===== src/rtl/lfw_pkg.sv =====
// package: constants and carrier types for the firmware memory write target
package lfw_pkg;

  // ****************************************************************
  // link field codes
  // ****************************************************************
  localparam logic [3:0] START_WRITE = 4'hE;
  localparam logic [3:0] START_READ  = 4'hD;
  localparam logic [3:0] SIZE_ONE    = 4'h0;
  localparam logic [3:0] READY_SYNC  = 4'h0;
  localparam logic [3:0] NIB_ONES    = 4'hF;

  // ****************************************************************
  // field counts and address layout
  // ****************************************************************
  localparam logic [2:0] ADDR_LAST   = 3'h6;
  localparam logic [2:0] CNT_ZERO    = 3'h0;
  localparam logic [2:0] CNT_ONE     = 3'h1;
  localparam int         ADDR_W      = 28;
  localparam int         SPACE_BIT   = 22;
  localparam int         LOW_ADDR_W  = 19;
  localparam int         SYNC_STAGES = 3;

  // ****************************************************************
  // types
  // ****************************************************************
  typedef enum logic [9:0] {
    ST_IDLE  = 10'h001,
    ST_START = 10'h002,
    ST_ADDR  = 10'h004,
    ST_SIZE  = 10'h008,
    ST_DATA  = 10'h010,
    ST_TARH  = 10'h020,
    ST_SYNC  = 10'h040,
    ST_TARD  = 10'h080,
    ST_REL   = 10'h100,
    ST_IGN   = 10'h200
  } lfw_state_e;

  typedef struct packed {
    logic       frame_n;
    logic [3:0] lad;
  } lfw_link_s;

  typedef struct packed {
    logic                  space;
    logic [LOW_ADDR_W-1:0] addr;
    logic [7:0]            data;
  } lfw_wr_s;

endpackage


===== src/rtl/lfw_target.sv =====
// firmware memory write target: link sampler, cycle decoder and bus turnaround
`timescale 1ns/1ps
module lfw_target (
  input  wire logic        CLK_SYS_I,
  input  wire logic        RESETN_I,
  input  wire logic        LCLK_I,
  input  wire logic        LFRAME_N_I,
  input  wire logic [3:0]  LAD_I,
  input  wire logic [3:0]  STRAP_ID_I,
  input  wire logic        BUSY_I,
  output logic      [3:0]  LAD_O,
  output logic             LAD_OE_N_O,
  output logic             WR_VALID_O,
  output logic             WR_SPACE_O,
  output logic      [18:0] WR_ADDR_O,
  output logic      [7:0]  WR_DATA_O,
  output logic             RD_START_O
);

  // ****************************************************************
  // pin synchronisers
  // ****************************************************************
  // link clock, frame and data share one pipeline so they stay aligned
  logic [lfw_pkg::SYNC_STAGES-1:0] clk_sync_q;
  lfw_pkg::lfw_link_s              link_s1_q;
  lfw_pkg::lfw_link_s              link_s2_q;
  lfw_pkg::lfw_link_s              link_s3_q;
  logic [3:0]                      id_s1_q;
  logic [3:0]                      id_s2_q;
  logic [3:0]                      id_s3_q;
  logic [3:0]                      strap_id_q;
  logic                            lclk_lvl_q;

  always_ff @(posedge CLK_SYS_I or negedge RESETN_I) begin
    if (!RESETN_I) begin
      clk_sync_q <= '0;
      link_s1_q  <= '1;
      link_s2_q  <= '1;
      link_s3_q  <= '1;
      id_s1_q    <= 4'h0;
      id_s2_q    <= 4'h0;
      id_s3_q    <= 4'h0;
    end else begin
      clk_sync_q <= {clk_sync_q[1:0], LCLK_I};
      link_s1_q  <= '{frame_n: LFRAME_N_I, lad: LAD_I};
      link_s2_q  <= link_s1_q;
      link_s3_q  <= link_s2_q;
      id_s1_q    <= STRAP_ID_I;
      id_s2_q    <= id_s1_q;
      id_s3_q    <= id_s2_q;
    end
  end

  wire clk_agree = (clk_sync_q[1] == clk_sync_q[2]);
  wire id_agree  = (id_s2_q == id_s3_q);
  // a link edge counts only once stages two and three agree on high
  wire link_edge = clk_agree && clk_sync_q[2] && !lclk_lvl_q;
  wire frame_low = !link_s3_q.frame_n;
  wire [3:0] nib = link_s3_q.lad;

  always_ff @(posedge CLK_SYS_I or negedge RESETN_I) begin
    if (!RESETN_I) begin
      lclk_lvl_q <= 1'b0;
      strap_id_q <= 4'h0;
    end else begin
      lclk_lvl_q <= clk_agree ? clk_sync_q[2] : lclk_lvl_q;
      strap_id_q <= id_agree ? id_s3_q : strap_id_q;
    end
  end

  // ****************************************************************
  // cycle decoder
  // ****************************************************************
  lfw_pkg::lfw_state_e state_q;
  lfw_pkg::lfw_state_e state_d;
  logic [3:0]          code_q;
  logic [3:0]          code_d;
  logic [2:0]          cnt_q;
  logic [2:0]          cnt_d;
  logic [27:0]         addr_q;
  logic [27:0]         addr_d;
  logic [7:0]          data_q;
  logic [7:0]          data_d;

  wire is_write   = (code_q == lfw_pkg::START_WRITE);
  wire is_read    = (code_q == lfw_pkg::START_READ);
  wire id_match   = (nib == strap_id_q);
  wire size_ok    = (nib == lfw_pkg::SIZE_ONE);
  wire addr_done  = (cnt_q == lfw_pkg::ADDR_LAST);
  wire data_done  = (cnt_q == lfw_pkg::CNT_ONE);
  wire tar_last   = (cnt_q == lfw_pkg::CNT_ONE);
  wire in_cycle   = (state_q != lfw_pkg::ST_IDLE) && (state_q != lfw_pkg::ST_START);
  wire abort_ev   = link_edge && frame_low && in_cycle;
  wire read_ev    = link_edge && !frame_low && (state_q == lfw_pkg::ST_START) && is_read;
  // the write is issued as the device takes the bus; busy swallows it silently
  wire wr_fire    = link_edge && !frame_low && (state_q == lfw_pkg::ST_TARH) && tar_last
                    && !BUSY_I;
  wire drive_next = (state_d == lfw_pkg::ST_SYNC) || (state_d == lfw_pkg::ST_TARD);

  always_comb begin
    state_d = state_q;
    code_d  = code_q;
    cnt_d   = cnt_q;
    addr_d  = addr_q;
    data_d  = data_q;
    if (link_edge) begin
      if (frame_low) begin
        // any low frame restarts capture; an abort nibble simply never matches
        state_d = lfw_pkg::ST_START;
        code_d  = nib;
      end else begin
        case (state_q)
          lfw_pkg::ST_START: begin
            cnt_d = lfw_pkg::CNT_ZERO;
            if (is_write && id_match) begin
              state_d = lfw_pkg::ST_ADDR;
            end else if (is_write) begin
              state_d = lfw_pkg::ST_IGN;
            end else begin
              state_d = lfw_pkg::ST_IDLE;
            end
          end
          lfw_pkg::ST_ADDR: begin
            addr_d = {addr_q[23:0], nib};
            cnt_d  = cnt_q + 3'h1;
            if (addr_done) begin
              state_d = lfw_pkg::ST_SIZE;
            end
          end
          lfw_pkg::ST_SIZE: begin
            cnt_d   = lfw_pkg::CNT_ZERO;
            state_d = size_ok ? lfw_pkg::ST_DATA : lfw_pkg::ST_IGN;
          end
          lfw_pkg::ST_DATA: begin
            data_d = data_done ? {nib, data_q[3:0]} : {data_q[7:4], nib};
            cnt_d  = cnt_q + 3'h1;
            if (data_done) begin
              cnt_d   = lfw_pkg::CNT_ZERO;
              state_d = lfw_pkg::ST_TARH;
            end
          end
          lfw_pkg::ST_TARH: begin
            // clock thirteen still belongs to the host; the bus is taken one edge later
            cnt_d   = lfw_pkg::CNT_ONE;
            state_d = tar_last ? lfw_pkg::ST_SYNC : lfw_pkg::ST_TARH;
          end
          lfw_pkg::ST_SYNC: state_d = lfw_pkg::ST_TARD;
          lfw_pkg::ST_TARD: state_d = lfw_pkg::ST_REL;
          lfw_pkg::ST_REL:  state_d = lfw_pkg::ST_IDLE;
          lfw_pkg::ST_IGN:  state_d = lfw_pkg::ST_IGN;
          lfw_pkg::ST_IDLE: state_d = lfw_pkg::ST_IDLE;
          default:          state_d = lfw_pkg::ST_IDLE;
        endcase
      end
    end
  end

  always_ff @(posedge CLK_SYS_I or negedge RESETN_I) begin
    if (!RESETN_I) begin
      state_q <= lfw_pkg::ST_IDLE;
      code_q  <= lfw_pkg::NIB_ONES;
      cnt_q   <= lfw_pkg::CNT_ZERO;
      addr_q  <= 28'h0;
      data_q  <= 8'h0;
    end else begin
      state_q <= state_d;
      code_q  <= code_d;
      cnt_q   <= cnt_d;
      addr_q  <= addr_d;
      data_q  <= data_d;
    end
  end

  // ****************************************************************
  // pin drivers and user side
  // ****************************************************************
  // outputs follow the next state so the bus turns within one system clock
  lfw_pkg::lfw_wr_s wr_q;
  lfw_pkg::lfw_wr_s wr_d;
  logic             wr_valid_q;
  logic             rd_start_q;
  logic [3:0]       lad_q;
  logic             lad_oe_n_q;

  assign wr_d = '{space: addr_q[lfw_pkg::SPACE_BIT],
                  addr:  addr_q[lfw_pkg::LOW_ADDR_W-1:0],
                  data:  data_q};

  always_ff @(posedge CLK_SYS_I or negedge RESETN_I) begin
    if (!RESETN_I) begin
      wr_q       <= '0;
      wr_valid_q <= 1'b0;
      rd_start_q <= 1'b0;
      lad_q      <= lfw_pkg::NIB_ONES;
      lad_oe_n_q <= 1'b1;
    end else begin
      wr_q       <= wr_fire ? wr_d : wr_q;
      wr_valid_q <= wr_fire;
      rd_start_q <= read_ev;
      lad_q      <= (state_d == lfw_pkg::ST_SYNC) ? lfw_pkg::READY_SYNC
                                                  : lfw_pkg::NIB_ONES;
      lad_oe_n_q <= !drive_next;
    end
  end

  assign LAD_O      = lad_q;
  assign LAD_OE_N_O = lad_oe_n_q;
  assign WR_VALID_O = wr_valid_q;
  assign WR_SPACE_O = wr_q.space;
  assign WR_ADDR_O  = wr_q.addr;
  assign WR_DATA_O  = wr_q.data;
  assign RD_START_O = rd_start_q;
endmodule


===== config.mk =====
export PLATFORM = sky130hd
export DESIGN_NAME = lfw_target
export DESIGN_NICKNAME = d
export VERILOG_FILES = /design/src/rtl/lfw_pkg.sv /design/src/rtl/lfw_target.sv
export SDC_FILE = /design/constraint.sdc
export NUM_CORES = 1
export LEC_CHECK = 0
export ABC_CLOCK_PERIOD_IN_PS = 4059
export BUFFER_PORTS_ARGS = -buffer_cell sky130_fd_sc_hd__buf_2
export CORE_UTILIZATION = 40
export CTS_CLUSTER_DIAMETER = 80
export DETAILED_ROUTE_END_ITERATION = 16
export GPL_ROUTABILITY_DRIVEN = 0
export PLACE_DENSITY_LB_ADDON = 0.05
export SETUP_SLACK_MARGIN = 0.5
export SLEW_MARGIN = 20
export SYNTH_ARGS = -nofsm -noshare
export SYNTH_HDL_FRONTEND = slang
export SYNTH_SLANG_ARGS = --single-unit
export TNS_END_PERCENT = 100

===== constraint.sdc =====
create_clock -name CLK_SYS_I -period 4.06 [get_ports CLK_SYS_I]
set_clock_uncertainty 0.1 [all_clocks]
set_input_delay 0.203 -clock CLK_SYS_I [delete_from_list [all_inputs] [get_ports CLK_SYS_I]]
set_output_delay 0.203 -clock CLK_SYS_I [all_outputs]
set_load 0.02 [all_outputs]

==> impl_metrics.env <==
export IMPL_status="finished clean"
export IMPL_drive_gt1_share_pct=42.7
export IMPL_arrival_ps=2620
export IMPL_die_area_sq_mm=0.0119
export IMPL_groute_usage_overall_pct=15.3
export IMPL_io_buffers=47
export IMPL_timing_critical_path_from="state_q[7]$_DFF_PN0_"
export IMPL_die_x_um=109
export IMPL_drt_pass1_iter_count=4
export IMPL_p_leak_nw=2.53
export IMPL_pre_cts_ws_ps=1540
export IMPL_fin_setup_tns_ps=0
export IMPL_synth_common_cells="90 x dfrtp_1, 56 x mux2_2, 22 x dfstp_2, 18 x nand2_1"
export IMPL_grt_pass1_vias=2620
export IMPL_grt_max_degree=69
export IMPL_max_freq_mhz=400
export IMPL_fill_cells=986
export IMPL_hold_path_cell_count=0
export IMPL_yosys_register_bits=112
export IMPL_yosys_most_used_dff="dfrtp_1"
export IMPL_io_pins=48
export IMPL_antenna_found_initial=0
export IMPL_min_to="id_s2_q[3]$_DFF_PN0_"
export IMPL_synth_most_common_cell="dfrtp_1"
export IMPL_total_power_w=0.00231
export IMPL_clk_pin_slew_ps=70
export IMPL_cp_end_kind="flop"
export IMPL_cts_sinks=112
export IMPL_seq_area_frac_synth_pct=61.7
export IMPL_synth_area_sq_mm=0.00459
export IMPL_syn_avg_cell_area_sq_um=14.3
export IMPL_cts_buffer_depth=2
export IMPL_hold_viol_final=0
export IMPL_start_util_pct=41.8
export IMPL_tightestPinTransition_ps=867
export IMPL_cp_start_kind="flop"
export IMPL_relSlewSlack_pct=42.2
export IMPL_grt_ovfl_total=0
export IMPL_wirelength_um=8230
export IMPL_reg2reg_depth=5
export IMPL_cp_required_ps=4180
export IMPL_htreeDepth=3
export IMPL_ant_nets=0
export IMPL_vdd_ir_drop_max_uv=316
export IMPL_diodes=0
export IMPL_crit_fanout=29
export IMPL_cts_tree="yes"
export IMPL_path_class="flop to flop"
export IMPL_cts_buffers=9
export IMPL_syn2layout_area_growth_pct=15.6
export IMPL_synth_top_area_share_pct=49.1
export IMPL_drt_iter0_markers=91
export IMPL_r2r_setup_slack_ps=1560
export IMPL_syn_nets=337
export IMPL_post_cts_setup_buffer_count=0
export IMPL_grt_pass1_wl_um=13600
export IMPL_hpwl_um=5500
export IMPL_ys_top_cells_by_area="dfrtp_1 49%, mux2_2 14%, dfstp_2 13%, mux2_4 2.9%, xor2_1 1.9%"
export IMPL_vias=2681
export IMPL_period_needed_ps=2500
export IMPL_regToRegEndpoint="WR_ADDR_O[8]$_DFFE_PN0P_"
export IMPL_die_h_um=109
export IMPL_syn_instance_count=320
export IMPL_final_max_slew_viol_count=0
export IMPL_num_rows=38
export IMPL_rsz0062_at_grt="false"
export IMPL_fin_crit_sh_pct=61.6
export IMPL_cts_root_buf="clkbuf_16"
export IMPL_synthArstFlopShare_pct=100
export IMPL_yosys_area_top_type="dfrtp_1"
export IMPL_timing_rr_start="state_q[7]$_DFF_PN0_"
export IMPL_hold_class="flop to flop"
export IMPL_yosys_warnings=0
export IMPL_viasPerCell=5.12
export IMPL_nets=396
export IMPL_clock_latency_ps=340
export IMPL_coreArea_sq_mm=0.0110
export IMPL_drc=0
export IMPL_postCtsResizedCells=0
export IMPL_finalSetupViolCount=0
export IMPL_max_cap_viol_count=0
export IMPL_setup_ws_ps=1560
export IMPL_hold_start="id_s1_q[3]$_DFF_PN0_"
export IMPL_wl_per_cell_um=15.7
export IMPL_synth_edf_count=0
export IMPL_powerDensity_mw_per_mm2=436
export IMPL_ys_types=50
[worst max-delay path by stage]
stage                                endpoint  slack (ps)  cells after the start
floorplan           WR_ADDR_O[10]$_DFFE_PN0P_        1920                      7
global placement     WR_DATA_O[1]$_DFFE_PN0P_        1580                      5
detailed placement   WR_ADDR_O[8]$_DFFE_PN0P_        1540                      5
CTS                  WR_ADDR_O[8]$_DFFE_PN0P_        1530                      5
global route         WR_ADDR_O[2]$_DFFE_PN0P_        1350                      5
finish               WR_ADDR_O[8]$_DFFE_PN0P_        1560                      5
[critical path, stage by stage (launching register included)]
cell and delay (ps):
dfrtp_1 480, nor4_4 580, nand2_2 150, nor4_4 210, buf_4 440, mux2_2 400
[power by group]
| group | switching, W | internal [W] | leakage [nW] |
|---|---|---|---|
| Combinational | 0.000137 | 0.000115 | 0.969 |
| Sequential | 0.0000649 | 0.00120 | 1.43 |
| Clock | 0.000383 | 0.000417 | 0.129 |
[repair_timing]
item / in CTS / in global routing
setup endpoints to repair: 0 / 0
endpoints found under the hold margin: 66 / 0
hold buffers: 11 / 0
[state kept, by name, indices dropped and copies added (netlist names), 5 cells and up]
signal and count:
link_s2_q 5, addr_q 20, link_s1_q 5, WR_ADDR_O 19
data_q 8, WR_DATA_O 8, state_q 10
[final cells by class]
| type | count | area [sq um] | share of cell area (%) |
|---|---|---|---|
| sequential | 112 | 2830 | 53.4 |
| multi-input combinational | 191 | 1640 | 30.9 |
| timing repair buffer | 62 | 378 | 7.13 |
| clock buffer | 11 | 233 | 4.39 |
| tap | 140 | 175 | 3.31 |
| clock inverter | 5 | 32.5 | 0.614 |
| inverter | 3 | 11.3 | 0.212 |
[cells by family after synthesis]
kind of cell,count (synthesis),synth area share [%]
XOR/XNOR,11,2.10
flip-flops,112,61.7
AO/OA/AOI/OAI,31,4.69
adder cells (fa/ha/maj),4,1.09
AND/OR/NAND/NOR,78,10.8
multiplexers,67,17.1
buffers and inverters,17,2.51
[through the flow]
step	hold WS (ps)	util [%]	std cells	area, sq um
floorplan	-193	-	320	4590
global placement	208	44.8	497	4920
detailed placement	209	44.8	497	4920
CTS	253	48.3	524	5300
global route	261	48.3	524	5300
finish	250	48.3	524	5300
[layout by cell type, fill, tap and decap left out, drive strengths merged, types with 2 or more instances in the layout]
cell type / n
nor2b: 4
nor3: 7
buf: 51
nor3b: 2
ha: 4
nor4: 9
o21ai: 14
nor4b: 3
mux2i: 2
o31ai: 2
dfrtp: 90
or4: 2
nand3b: 2
or2: 2
inv: 4
dfstp: 22
nand3: 3
nand2b: 5
o22ai: 3
dlygate4sd3: 11
clkbuf: 11
xor2: 10
clkinv: 3
nand2: 20
nand4b: 2
a21oi: 2
mux2: 65
nor2: 13
[metal layers]
layer  wire, um  GRT usage, %
met3        343          3.89
met5          0             0
met1       3970          20.8
met2       3790          23.6
met4        121          5.21
No activity file was read; power rests on OpenSTA's default activity.
